## config.mk

```make
export PLATFORM = sky130hd
export DESIGN_NAME = slom_top
export DESIGN_NICKNAME = d
export VERILOG_FILES = /design/src/slom_pkg.sv /design/src/slom_top.sv
export SDC_FILE = /design/constraint.sdc
export NUM_CORES = 1
export LEC_CHECK = 0
export BUFFER_PORTS_ARGS = -buffer_cell sky130_fd_sc_hd__buf_4
export CAP_MARGIN = 20
export CORE_ASPECT_RATIO = 1.4
export CORE_MARGIN = 2
export CORE_UTILIZATION = 53
export DETAILED_ROUTE_END_ITERATION = 8
export PLACE_DENSITY = 0.8
export SKIP_CTS_REPAIR_TIMING = 1
export SLEW_MARGIN = 40
export SYNTH_ARGS = -nofsm -noshare
export SYNTH_HDL_FRONTEND = slang
export SYNTH_SLANG_ARGS = --single-unit
```

## constraint.sdc

```tcl
create_clock -name hclk -period 2.7 [get_ports hclk]
set_clock_uncertainty 0.15 [all_clocks]
set_input_delay 0.405 -clock hclk [delete_from_list [all_inputs] [get_ports hclk]]
set_output_delay 0.405 -clock hclk [all_outputs]
set_load 0.005 [all_outputs]
```

## src/slom_pkg.sv

```systemverilog
package slom_pkg;
  // Register indices; byte address is four times the index
  localparam logic [7:0] IDX_PM_LOAD  = 8'h05;
  localparam logic [7:0] IDX_SEC_CTL  = 8'h10;
  localparam logic [7:0] IDX_SEC_STAT = 8'h11;
  localparam logic [7:0] IDX_CNT_LO   = 8'h12;
  localparam logic [7:0] IDX_CNT_HI   = 8'h13;
  localparam logic [7:0] IDX_TX_CTL   = 8'h14;
  localparam logic [7:0] IDX_TX_DIAG  = 8'h15;
  localparam logic [7:0] IDX_LINE_CTL = 8'h18;
  localparam logic [7:0] IDX_NONE     = 8'hFF;
  // Writable bits of each control register
  localparam logic [7:0] SEC_CTL_MASK  = 8'h8F;
  localparam logic [7:0] TX_CTL_MASK   = 8'h7F;
  localparam logic [7:0] TX_DIAG_MASK  = 8'h07;
  localparam logic [7:0] LINE_CTL_MASK = 8'hFC;
  localparam logic [7:0] REG_RST       = 8'h00;
  // Flag vector positions, status byte is {0, flags, states}
  localparam int FL_OOF = 0;
  localparam int FL_LOF = 1;
  localparam int FL_LOS = 2;
  localparam int FL_PAR = 3;
  localparam logic [3:0] FLAGS_ALL = 4'hF;
  // Section control bits
  localparam int SC_PAR_EN = 3;
  localparam int SC_B1_WORD = 7;
  // Transmit control and diagnostic bits
  localparam int TC_LINE_ALARM_INSERT = 0;
  localparam int TC_BYPASS = 6;
  localparam int TD_A1 = 0;
  localparam int TD_B1 = 1;
  localparam int TD_ZERO = 2;
  // Receive line control bits
  localparam int LC_FEBE_WORD = 2;
  localparam int LC_IND_WORD  = 3;
  localparam int LC_RDI_SEL   = 4;
  localparam int LC_AIS_SEL   = 5;
  localparam int LC_ONES      = 6;
  localparam int LC_B2_WORD   = 7;
  // Line codes and patterns
  localparam logic [2:0] K2_RDI       = 3'h6;
  localparam logic [2:0] K2_AIS       = 3'h7;
  localparam logic [2:0] PERSIST_FAST = 3'h3;
  localparam logic [2:0] PERSIST_SLOW = 3'h5;
  localparam logic [4:0] MAX_ERR      = 5'h18;
  localparam logic [7:0] A1_ERR       = 8'h76;
  localparam logic [7:0] BYTE_ONES    = 8'hFF;
  localparam logic [7:0] BYTE_ZERO    = 8'h00;
  localparam logic [6:0] SCR_SEED     = 7'h7F;
  localparam logic [15:0] CNT_MAX     = 16'hFFFF;
  // Poll transfer deadline
  localparam int CLK_NS  = 40;
  localparam int POLL_NS = 7000;
  localparam int POLL_CYC = POLL_NS / CLK_NS;

  typedef struct packed {
    logic [7:0] data;
    logic       frame_start;
    logic       soh;
    logic       row1;
    logic       a1;
    logic       b1;
  } slom_tx_in_t;

  typedef struct packed {
    logic [7:0] data;
    logic       oof;
    logic       lof;
    logic       los;
    logic       b1_valid;
    logic [3:0] b1_errs;
    logic       frame_done;
    logic [2:0] k2;
    logic [4:0] b2_errs;
    logic [4:0] m1_errs;
  } slom_rx_in_t;

  typedef struct packed {
    logic [4:0] b2_count;
    logic [4:0] febe_count;
    logic [4:0] b2_indicate;
  } slom_evt_t;

  typedef struct packed {
    logic       dp_wr;
    logic       rd_wait;
    logic [7:0] idx;
    logic [7:0] rdata;
    logic [7:0] sec_ctl;
    logic [7:0] tx_ctl;
    logic [7:0] tx_diag;
    logic [7:0] line_ctl;
    logic [2:0] prev;
    logic [3:0] flags;
    logic [15:0] acc;
    logic [15:0] cnt;
    logic       perf_load;
    logic       irq;
    logic [2:0] rdi_cnt;
    logic [2:0] ais_cnt;
    logic       rdi_st;
    logic       ais_st;
    slom_evt_t  evt;
    logic       ais_act;
    logic [6:0] scr;
    logic [7:0] tx_out;
    logic [7:0] rx_out;
  } slom_st_t;

  localparam slom_st_t ST_RST = '0;
endpackage

```

## src/slom_top.sv

```systemverilog
// Behaviour
// - Live out-of-frame, frame loss, signal loss states
// - Alarm change flags, cleared by status read
// - Section parity flag on B1 error
// - Readable 16-bit B1 error count
// - Count write copies accumulator, restarts it
// - Coincident error lands in the copy, not the accumulator
// - Global load write also polls, pulses load
// - Line AIS insertion changes at frame boundary
// - AIS forces non-overhead bits to one
// - Scrambler bypass bit sends stream unscrambled
// - Framing inject sends A1 as 0x76
// - Parity inject inverts every B1 byte
// - Forced signal loss sends all-zero bytes
// - Live line RDI and AIS states
// - FEBE count per frame or per bit
// - B2 indication per frame or per bit
// - Indication mode independent of count mode
// - RDI after 3 or 5 frames of 110
// - AIS after 3 or 5 frames of 111
// - Forced all-ones downstream during line AIS
// - B2 count per frame or per bit
// - Enabled alarm changes raise interrupt
//
// Our own choice: register access over AHB-Lite.
`timescale 1ns/1ps
module slom_top
  import slom_pkg::*;
(
  // Clock and reset
  input  wire logic        hclk,
  input  wire logic        hresetn,
  // AHB-Lite slave
  input  wire logic        hsel,
  input  wire logic [31:0] haddr,
  input  wire logic [1:0]  htrans,
  input  wire logic        hwrite,
  input  wire logic [2:0]  hsize,
  input  wire logic        hready,
  input  wire logic [31:0] hwdata,
  output logic      [31:0] hrdata,
  output logic             hreadyout,
  output logic             hresp,
  // Receive side
  input  wire slom_rx_in_t rx_in,
  output logic      [7:0]  rx_byte_out,
  output slom_evt_t        evt_out,
  output logic             alarm_irq,
  output logic             perf_load,
  // Transmit side
  input  wire slom_tx_in_t tx_in,
  output logic      [7:0]  tx_byte_out
);

  localparam int POLL_LIM = POLL_CYC;

  slom_st_t    st_r;
  slom_st_t    st_nxt;
  logic        accept;
  logic        wr;
  logic        poll;
  logic        rd_clr;
  logic [2:0]  alarms;
  logic [3:0]  flag_set;
  logic [4:0]  b1_inc;
  logic [15:0] exp_sum;
  logic [2:0]  rdi_new;
  logic [2:0]  ais_new;
  logic        ais_now;
  logic [14:0] scr_res;
  logic [7:0]  txb;

  // Saturating add keeps a flooded counter pinned, not wrapped
  function automatic logic [15:0] sat_add(input logic [15:0] a,
                                          input logic [4:0]  i);
    logic [16:0] s;
    s = {1'b0, a} + {12'h000, i};
    return s[16] ? CNT_MAX : s[15:0];
  endfunction

  // Per-frame event count, or one per errored frame in word mode
  function automatic logic [4:0] err_cnt(input logic [4:0] e,
                                         input logic       word);
    logic [4:0] c;
    c = (e > MAX_ERR) ? MAX_ERR : e;
    if (word) begin
      c = (e != 5'h00) ? 5'h01 : 5'h00;
    end
    return c;
  endfunction

  // Consecutive-frame run length, capped at the slow limit
  function automatic logic [2:0] persist(input logic [2:0] c,
                                         input logic       hit);
    logic [2:0] r;
    r = 3'h0;
    if (hit) begin
      r = (c >= PERSIST_SLOW) ? c : c + 3'h1;
    end
    return r;
  endfunction

  // One byte of the x^7+x^6+1 frame-synchronous scrambler
  function automatic logic [14:0] scr_step(input logic [6:0] s);
    logic [6:0] v;
    logic [7:0] k;
    v = s;
    k = BYTE_ZERO;
    for (int i = 7; i >= 0; i--) begin
      k[i] = v[6];
      v = {v[5:0], v[6] ^ v[5]};
    end
    return {v, k};
  endfunction

  // Next state of bus, registers, alarms and both streams
  always_comb begin
    st_nxt = st_r;
    alarms = {rx_in.los, rx_in.lof, rx_in.oof};
    accept = hsel && hready && htrans[1];
    wr = st_r.dp_wr;
    // Address phase capture; reads wait one cycle for flopped data
    st_nxt.dp_wr = accept && hwrite;
    st_nxt.rd_wait = accept && !hwrite;
    if (accept) begin
      st_nxt.idx = (haddr[31:10] == 22'h000000) ? haddr[9:2] : IDX_NONE;
    end
    // Data phase writes; unmapped indices are ignored
    if (wr) begin
      case (st_r.idx)
        IDX_SEC_CTL:  st_nxt.sec_ctl = hwdata[7:0] & SEC_CTL_MASK;
        IDX_TX_CTL:   st_nxt.tx_ctl = hwdata[7:0] & TX_CTL_MASK;
        IDX_TX_DIAG:  st_nxt.tx_diag = hwdata[7:0] & TX_DIAG_MASK;
        IDX_LINE_CTL: st_nxt.line_ctl = hwdata[7:0] & LINE_CTL_MASK;
        default:      st_nxt.line_ctl = st_r.line_ctl;
      endcase
    end
    poll = wr && (st_r.idx == IDX_CNT_LO || st_r.idx == IDX_CNT_HI ||
                  st_r.idx == IDX_PM_LOAD);
    st_nxt.perf_load = wr && (st_r.idx == IDX_PM_LOAD);
    // Read data; a status read clears the change flags
    rd_clr = st_r.rd_wait && (st_r.idx == IDX_SEC_STAT);
    if (st_r.rd_wait) begin
      case (st_r.idx)
        IDX_SEC_CTL:  st_nxt.rdata = st_r.sec_ctl;
        IDX_SEC_STAT: st_nxt.rdata = {1'b0, st_r.flags, alarms};
        IDX_CNT_LO:   st_nxt.rdata = st_r.cnt[7:0];
        IDX_CNT_HI:   st_nxt.rdata = st_r.cnt[15:8];
        IDX_TX_CTL:   st_nxt.rdata = st_r.tx_ctl;
        IDX_TX_DIAG:  st_nxt.rdata = st_r.tx_diag;
        IDX_LINE_CTL: st_nxt.rdata = {st_r.line_ctl[7:2],
                                      st_r.ais_st, st_r.rdi_st};
        default:      st_nxt.rdata = BYTE_ZERO;
      endcase
    end
    // Change and parity flags; a new event beats the read clear
    flag_set = {rx_in.b1_valid && (rx_in.b1_errs != 4'h0),
                alarms ^ st_r.prev};
    st_nxt.flags = (st_r.flags & ~(rd_clr ? FLAGS_ALL : 4'h0)) |
                   flag_set;
    st_nxt.prev = alarms;
    st_nxt.irq = |(st_r.flags[2:0] & st_r.sec_ctl[2:0]) ||
                 (st_r.flags[FL_PAR] && st_r.sec_ctl[SC_PAR_EN]);
    // B1 accumulation; the poll cycle's own errors join the copy
    b1_inc = 5'h00;
    if (rx_in.b1_valid) begin
      b1_inc = err_cnt({1'b0, rx_in.b1_errs}, st_r.sec_ctl[SC_B1_WORD]);
    end
    exp_sum = sat_add(st_r.acc, b1_inc);
    if (poll) begin
      st_nxt.cnt = exp_sum;
      st_nxt.acc = 16'h0000;
    end else begin
      st_nxt.acc = exp_sum;
    end
    // K2 persistence and per-frame line error events
    rdi_new = persist(st_r.rdi_cnt, rx_in.k2 == K2_RDI);
    ais_new = persist(st_r.ais_cnt, rx_in.k2 == K2_AIS);
    st_nxt.evt = '0;
    if (rx_in.frame_done) begin
      st_nxt.rdi_cnt = rdi_new;
      st_nxt.ais_cnt = ais_new;
      st_nxt.rdi_st = rdi_new >= (st_r.line_ctl[LC_RDI_SEL] ?
                                  PERSIST_FAST : PERSIST_SLOW);
      st_nxt.ais_st = ais_new >= (st_r.line_ctl[LC_AIS_SEL] ?
                                  PERSIST_FAST : PERSIST_SLOW);
      st_nxt.evt.b2_count = err_cnt(rx_in.b2_errs,
                                    st_r.line_ctl[LC_B2_WORD]);
      st_nxt.evt.b2_indicate = err_cnt(rx_in.b2_errs,
                                     st_r.line_ctl[LC_IND_WORD]);
      st_nxt.evt.febe_count = err_cnt(rx_in.m1_errs,
                                    st_r.line_ctl[LC_FEBE_WORD]);
    end
    // Downstream receive byte, forced to ones while AIS stands
    st_nxt.rx_out = (st_r.ais_st && st_r.line_ctl[LC_ONES]) ?
                    BYTE_ONES : rx_in.data;
    // Transmit: AIS only switches at a frame start
    ais_now = tx_in.frame_start ? st_r.tx_ctl[TC_LINE_ALARM_INSERT] : st_r.ais_act;
    st_nxt.ais_act = ais_now;
    scr_res = scr_step(st_r.scr);
    if (tx_in.frame_start) begin
      st_nxt.scr = SCR_SEED;
    end else if (!tx_in.row1) begin
      st_nxt.scr = scr_res[14:8];
    end
    txb = tx_in.data;
    if (ais_now && !tx_in.soh) begin
      txb = BYTE_ONES;
    end
    if (!st_r.tx_ctl[TC_BYPASS] && !tx_in.row1) begin
      txb = txb ^ scr_res[7:0];
    end
    if (tx_in.a1 && st_r.tx_diag[TD_A1]) begin
      txb = A1_ERR;
    end
    if (tx_in.b1 && st_r.tx_diag[TD_B1]) begin
      txb = ~txb;
    end
    if (st_r.tx_diag[TD_ZERO]) begin
      txb = BYTE_ZERO;
    end
    st_nxt.tx_out = txb;
  end

  // The whole state in one register
  always_ff @(posedge hclk or negedge hresetn) begin
    if (!hresetn) begin
      st_r <= ST_RST;
    end else begin
      st_r <= st_nxt;
    end
  end

  // Outputs straight from the state register
  assign hrdata      = {24'h000000, st_r.rdata};
  assign hreadyout   = !st_r.rd_wait;
  assign hresp       = 1'b0;
  assign rx_byte_out = st_r.rx_out;
  assign evt_out     = st_r.evt;
  assign alarm_irq   = st_r.irq;
  assign perf_load   = st_r.perf_load;
  assign tx_byte_out = st_r.tx_out;
endmodule

```

==> summary.txt, run 1 <==
Timing
  • Setup violators final: 0
  • Fmax: 398 MHz
  • Tmin final: ~2500 ps
  • Worst-Margin Slew: approximately 630 ps
  • Final hold violations: 0
  • Final worst slack: between 150 and 200 ps
  • RSZ-0062 raised after global routing: false
  • Final Max Tran Viols: 0
  • Fin Setup TNS: 0 ps
  • Tcrit/Tclk final: around 93%
  • Rel. slew slack: 57.7%

Setup path
  • Type of origin of the critical path: flop
  • WP data required: ~2900 ps
  • Crit end category: flop
  • Arrival time worst endpoint: 2690 ps
  • Critical path class: flop to flop
  • CP peak stage delay: between 500 and 600 ps
  • CP max FO: 9
  • CP max stage cell: nor4b_4
  • Crit-path cells: nor2b_1, and2_1, fa_1, nand3_1, nand2_1, nor4b_4, nor2_1, o21ai_0

Global routing
  • First-pass GRT wire length: roughly 26000 um
  • Number of global-route vias before repair: between 5000 and 6000
  • Initial antenna violation count: 0
  • Pin count of the biggest net entering global routing: 48
  • Global Route Usage Sum: between 20 and 25%
  • Aggregate global routing overflow: 0

Job
  • Maxcap violations: 0

Status
  • Status: complete, no violations

Power
  • VDD IR max: ~0.45 mV
  • Pleak: around 3.9 nW
  • Power Total: roughly 5.6 mW
  • Power Density: 686 mW/mm^2

Route
  • Antenna-violating nets left: 0
  • Vias per inst: between 5 and 6
  • Detailed Routing Iterations Pass 1: 5
  • DR vias: roughly 5000
  • Residual DRC: 0
  • Routed WL per cell: between 15 and 20 um
  • Iter 0 DRT Violations: about 320
  • WL final: approximately 16000 um

Synth
  • Prevailing post-synth register cell: dfrtp_1
  • Synth Cell Area: about 0.0065 mm^2
  • Post-synth ARST share: between 90% and 100%
  • FF+latch count, synth: ~130
  • Synth unique cells: 62
  • Sequential area share after synthesis: between 40% and 50%
  • Avg Inst Size Synth: approximately 11 um^2
  • Yosys warnings: 0
  • EDFF count, synth: 0
  • Mapped Cells: roughly 600

Clocking
  • Worst-Skew Late Latency: roughly 430 ps
  • H-Tree Depth: 4
  • CTS Root Buffer Type: clkbuf_16
  • Clock buffer depth: 2
  • Number of buffers created by CTS: 17
  • CTS tree: yes
  • CTS clock-pin slew for the worst setup and hold paths: 60 ps
  • Clock sink total: 127

Floorplanning
  • Die outline area: between 0.01 and 0.015 mm^2
  • Core ar.: ~0.012 mm^2
  • Io pins: approximately 180
  • FP Rows: 48
  • Initial Utilization: 53.7%
  • Die Wd: between 90 and 100 um
  • Die H: around 140 um

Final layout
  • Layout area overhead: 24.0%
  • Layout filler cell count: a little under 900
  • Layout cell share with drive strength beyond 1: between 20% and 30%
  • Sequential cell area: about 0.0032 mm^2
  • # diodes: 0
  • Layout Cells excl Fill: about 880
  • Area occupied by multi-input gates: roughly 0.0029 mm^2
  • Final net count: ~850

Placement
  • DP HPWL: 11300 um
  • Pre-CTS WS: -228 ps
  • PortBufs: ~130
  • Routability cong.: about 0.87
  • Post-Place Cells: between 800 and 900

Min path
  • Worst min path class: input pin to flop
-- cell type report --
type / count / share of cell area [%]
Sequential cell: 127 / 39.2
Clock inverter: 12 / 2.84
Timing Repair Buffer: 150 / 14.3
Multi-Input combinational cell: 417 / 35.3
Clock buffer: 20 / 5.63
Tap cell: 150 / 2.31
Inverter: 8 / 0.370
-- per-layer routing --
metal / vias to the layer above / wire length, um / GRT usage [%]
met4: 0 / 555 / 12.5
met3: 36 / 735 / 5.52
met1: 2474 / 5740 / 26.1
met5: - / 0 / 0
li1: 2303 / - / -
met2: 179 / 8800 / 45.6
-- layout by cell type (no fill, tap or decap), types with 7 or more instances in the layout --
master	n
buf_4	143
mux2_2	23
and3_1	10
o21ai_0	20
o2bb2ai_1	8
ha_1	12
o22a_1	8
inv_1	7
conb_1	25
dfrtp_1	126
a21oi_1	35
a22oi_1	7
nor2_1	42
nand2_1	36
nand2b_1	16
nor2b_1	10
and2_1	13
xor2_1	16
nor3_1	10
a211o_1	7
clkbuf_16	17
mux2i_1	25
-- worst max-delay path: cells and delay by family, from the launching register on --
family          cells  cell delay [ps]
fa+ha+maj           1              220
simple gates        6             1360
compound gates      1              220
flops               1              470
-- cell usage after synthesis (2+ instances only) --
cell type	count	area share [%]
xor2_1	16	2.1
and3_1	10	0.96
mux2_2	23	4.0
nand2b_1	16	1.5
a211o_1	7	0.94
mux2i_1	25	3.8
o211a_1	4	0.61
buf_4	65	7.5
a21o_1	5	0.57
a211oi_1	5	0.57
o211ai_1	5	0.57
a21boi_0	2	0.23
ha_1	12	2.3
nand3b_1	2	0.23
a221oi_1	2	0.27
mux2_1	3	0.52
nor2_1	42	2.4
nand2_1	36	2.1
dfrtp_1	127	49
o22ai_1	5	0.48
buf_2	10	0.76
or2_2	3	0.29
and2_1	13	1.2
a21oi_1	35	2.7
nor3_1	11	0.84
o22a_1	8	1.1
clkbuf_1	7	0.40
o21ai_0	20	1.5
inv_1	7	0.40
nand3_1	6	0.46
nor3b_1	2	0.23
nand4_1	6	0.57
xnor2_1	6	0.80
a22oi_1	7	0.80
o2bb2ai_1	8	1.1
nor2b_1	10	0.96
a22o_1	2	0.27
nor4_1	6	0.57
or4_1	5	0.57
or4b_1	2	0.31
o21a_1	3	0.34
-- through the flow --
step	instance area (um^2)	hold WS (ps)	util, %
6_report	8110	25.2	66.6
5_1_grt	8110	20.3	66.6
4_1_cts	8060	-133	66.1
3_5_place_dp	7370	307	60.5
3_3_place_gp	7370	304	60.5
2_1_floorplan	6630	-40.6	-
-- cell families (layout without fill, tap and decap cells) --
family | after synthesis | after routing | share of synthesized area, %
flops | 127 | 127 | 48.6
fa+ha+maj | 13 | 13 | 2.60
buf+inv | 90 | 190 | 9.08
other cells | 1 | 25 | 0.0573
xor+xnor | 22 | 22 | 2.94
simple gates | 179 | 179 | 15.1
mux | 52 | 52 | 8.64
compound gates | 126 | 126 | 13.0
-- final timing paths --
kind | from | to | slack [ps] | cells after the start
worst max-delay path | st_r[119] | st_r[51] | 190 | 8
worst min-delay path | rx_in[29] | rx_byte_out[7] | 30 | 2
worst max register to register | st_r[119] | st_r[51] | 190 | 8
worst min register to register | st_r[23] | st_r[23] | 340 | 2
max in group asynchronous | hresetn | rx_byte_out[4] | 1330 | 3
min in group asynchronous | hresetn | scr_res[3] | 390 | 2
-- report_power, final --
group / total, mW / switching, mW / internal [mW]
clock: 2.66 / 0.868 / 1.79
combinational: 0.742 / 0.374 / 0.367
sequential: 2.17 / 0.127 / 2.04
total: 5.57 / 1.37 / 4.20
-- registers in the layout (all words and copies together), names as in the netlist --
signal,count
st_r,78
evt_out,15
hrdata,8
rx_byte_out,8
tx_byte_out,8
scr_res,7
alarm_irq,1
perf_load,1
wr,1
No activity file was read; power rests on OpenSTA's default activity.
==> run 2, diff against run 1 <==
ABC_AREA = 1   (was not set)
CORE_UTILIZATION = 54   (was 53)
==> summary.txt, run 2 <==
Setup path
  • Crit-path cells: buf_4, o41ai_2, buf_4, nor2_1, ha_1, fa_1, nand3_1, nand2_2, nand2_2, inv_2, nand2_2, buf_4, nand2_1, nand2_1, nand2_1
  • CP max stage cell: fa_1
  • Crit end category: flop
  • CP peak stage delay: 410 ps (-120 ps)
  • Setup crit start: rx_in[17]
  • CP max FO: 12 (+3)
  • RR Startpoint: st_r[119]
  • WP data required: 2850 ps (-30 ps)
  • Arrival time worst endpoint: 2680 ps (about the same)
  • Type of origin of the critical path: input pin
  • Critical path class: input pin to flop

Synth
  • Mapped Cells: 902 (+48%)
  • Synth Cell Area: 0.00704 mm^2 (+7.6%)
  • FF+latch count, synth: 127 (unchanged)
  • Avg Inst Size Synth: 7.81 um^2 (-27%)
  • Post-synth top area share: 45.1% (-3.4 points)
  • Synth cell count leaders: 239 x nand2_1, 127 x dfrtp_1, 99 x inv_1, 88 x nor2_1, 82 x nand3_1
  • Post-synth ARST share: 100% (unchanged)
  • EDFF count, synth: 0 (unchanged)
  • Synth unique cells: 41 (-34%)
  • Sequential area share after synthesis: 45.1% (-3.4 points)
  • Yosys warnings: 0 (unchanged)
  • Prevailing post-synth register cell: dfrtp_1
  • Synth area leader: dfrtp_1
  • Most common cell in the netlist: nand2_1
  • Synth area leaders: dfrtp_1 45%, nand2_1 13%, buf_4 7.1%, nand3_1 5.8%, inv_1 5.3%

Floorplanning
  • Die outline area: 0.0140 mm^2 (+5.4%)
  • Io pins: 184 (unchanged)
  • Die Wd: 101 um (+2.7%)
  • FP Rows: 49 (+2.1%)
  • Initial Utilization: 54.9% (+1.3 points)
  • Core ar.: 0.0128 mm^2 (+5.1%)
  • Die H: 139 um (+2.7%)

Route
  • Antenna-violating nets left: 0 (unchanged)
  • Detailed Routing Iterations Pass 1: 5 (unchanged)
  • Routed WL per cell: 13.6 um (-24%)
  • Vias per inst: 5.09 (-9.8%)
  • DR vias: 5980 (+20%)
  • Residual DRC: 0 (unchanged)
  • WL final: 15900 um (+0.67%)
  • Iter 0 DRT Violations: 365 (+13%)

Final layout
  • Area occupied by multi-input gates: 0.00293 mm^2 (+2.2%)
  • Final instance area: 0.00845 mm^2 (+4.1%)
  • Largest Register: st_r
  • Flip-flop count of the largest register after layout: 78 (unchanged)
  • Layout area overhead: 20.0%
  • Commonest non-fill, non-tap cells in the layout: 239 x nand2_1, 141 x buf_4, 127 x dfrtp_1
  • Sequential cell area: 0.00318 mm^2 (about the same)
  • Layout Cells excl Fill: 1174 (+33%)
  • # diodes: 0 (unchanged)
  • Layout cell share with drive strength beyond 1: 20.3% (-9.0 points)
  • Layout filler cell count: 1023 (+17%)
  • Commonest non-fill, non-tap cell in the layout: nand2_1
  • Final net count: 1138 (+34%)

Timing
  • Worst-Margin Slew: 623 ps (-11.5 ps)
  • Fmax: 395 MHz (-0.96%)
  • Rel. slew slack: 58.5% (+0.77 points)
  • Min Hold Slack: 7.47 ps (-17.7 ps)
  • Final Max Tran Viols: 0 (unchanged)
  • Setup violators final: 0 (unchanged)
  • Final hold violations: 0 (unchanged)
  • Tmin final: 2530 ps (+24.4 ps)
  • Tcrit/Tclk final: 93.9% (+0.90 points)

Status
  • Status: complete, no violations

Placement
  • Post-Place Cells: 1138 (+34%)
  • Routability cong.: 0.852 (-2.2%)
  • Dpl cell area: 0.00778 mm^2 (+5.6%)
  • DP HPWL: 11700 um (+3.5%)
  • PortBufs: 128 (unchanged)

Clocking
  • CTS clock-pin slew for the worst setup and hold paths: 60 ps (about the same)
  • CTS Root Buffer Type: clkbuf_16
  • H-Tree Depth: 4 (unchanged)
  • Clock buffer depth: 2 (unchanged)
  • Clock sink total: 127 (unchanged)
  • Number of buffers created by CTS: 17 (unchanged)
  • Worst-Skew Late Latency: 410 ps (-20 ps)
  • CTS tree: yes

Global routing
  • Number of global-route vias before repair: 5973 (+13%)
  • Global Route Usage Sum: 24.1% (-0.61 points)
  • Initial antenna violation count: 0 (unchanged)
  • Aggregate global routing overflow: 0 (unchanged)
  • First-pass GRT wire length: 26900 um (+4.6%)
  • Pin count of the biggest net entering global routing: 47 (-2.1%)

Job
  • Maxcap violations: 0 (unchanged)

Power
  • Power Total: 4.98 mW (-11%)
  • VDD IR max: 0.393 mV (-12%)
  • Pleak: 4.56 nW (+18%)
  • Power Density: 589 mW/mm^2 (-14%)

Min path
  • Worst min path class: input pin to flop
  • Worst Hold Launch: hwrite
run 2: kinds of logic after synthesis:
family / Yosys count / share of synthesized area, %
fa+ha+maj: 13 / 2.42
other cells: 1 / 0.0533
xor+xnor: 15 / 1.87
buf+inv: 188 / 14.6
flops: 127 / 45.1
compound gates: 96 / 7.30
simple gates: 462 / 28.6
run 2: layout make-up:
cell class	count	area share (%)
Sequential cell	127	37.6
Inverter	104	4.65
Timing Repair Buffer	147	13.5
Multi-Input combinational cell	611	34.7
Clock buffer	17	5.03
Clock inverter	15	2.29
Tap cell	153	2.27
run 2: final timing paths:
kind,depth (start not counted),endpoint,slack (ps)
hold reg to reg,2,hrdata[6],340
min in group asynchronous,2,tx_byte_out[1],410
setup reg to reg,13,st_r[49],240
max in group asynchronous,3,evt_out[1],1340
hold / removal,2,st_r[136],7
setup / recovery,15,st_r[49],170
run 2: metal layers:
layer / track usage [%] / share of wire (%)
met5: 0 / 0
met4: 12.0 / 3.8
met3: 4.89 / 4.3
met2: 44.5 / 55
met1: 25.2 / 37
run 2: report_power, final:
part	switching, mW	internal (mW)
Sequential	0.0569	1.98
Combinational	0.308	0.256
Clock	0.843	1.54
Total	1.21	3.77
run 2: critical path: cells and delay by family:
family	cells	cell delay [ps]
buf+inv	4	510
fa+ha+maj	2	620
compound gates	1	330
simple gates	8	800
run 2: stage by stage:
step           utilization (%)  setup WS [ps]  TNS [ps]
2_1_floorplan                -            220         0
3_3_place_gp              60.7           -191     -3590
3_5_place_dp              60.7           -233     -4750
4_1_cts                   65.6            123         0
5_1_grt                   66.0          -11.6     -11.6
6_report                  66.0            165         0
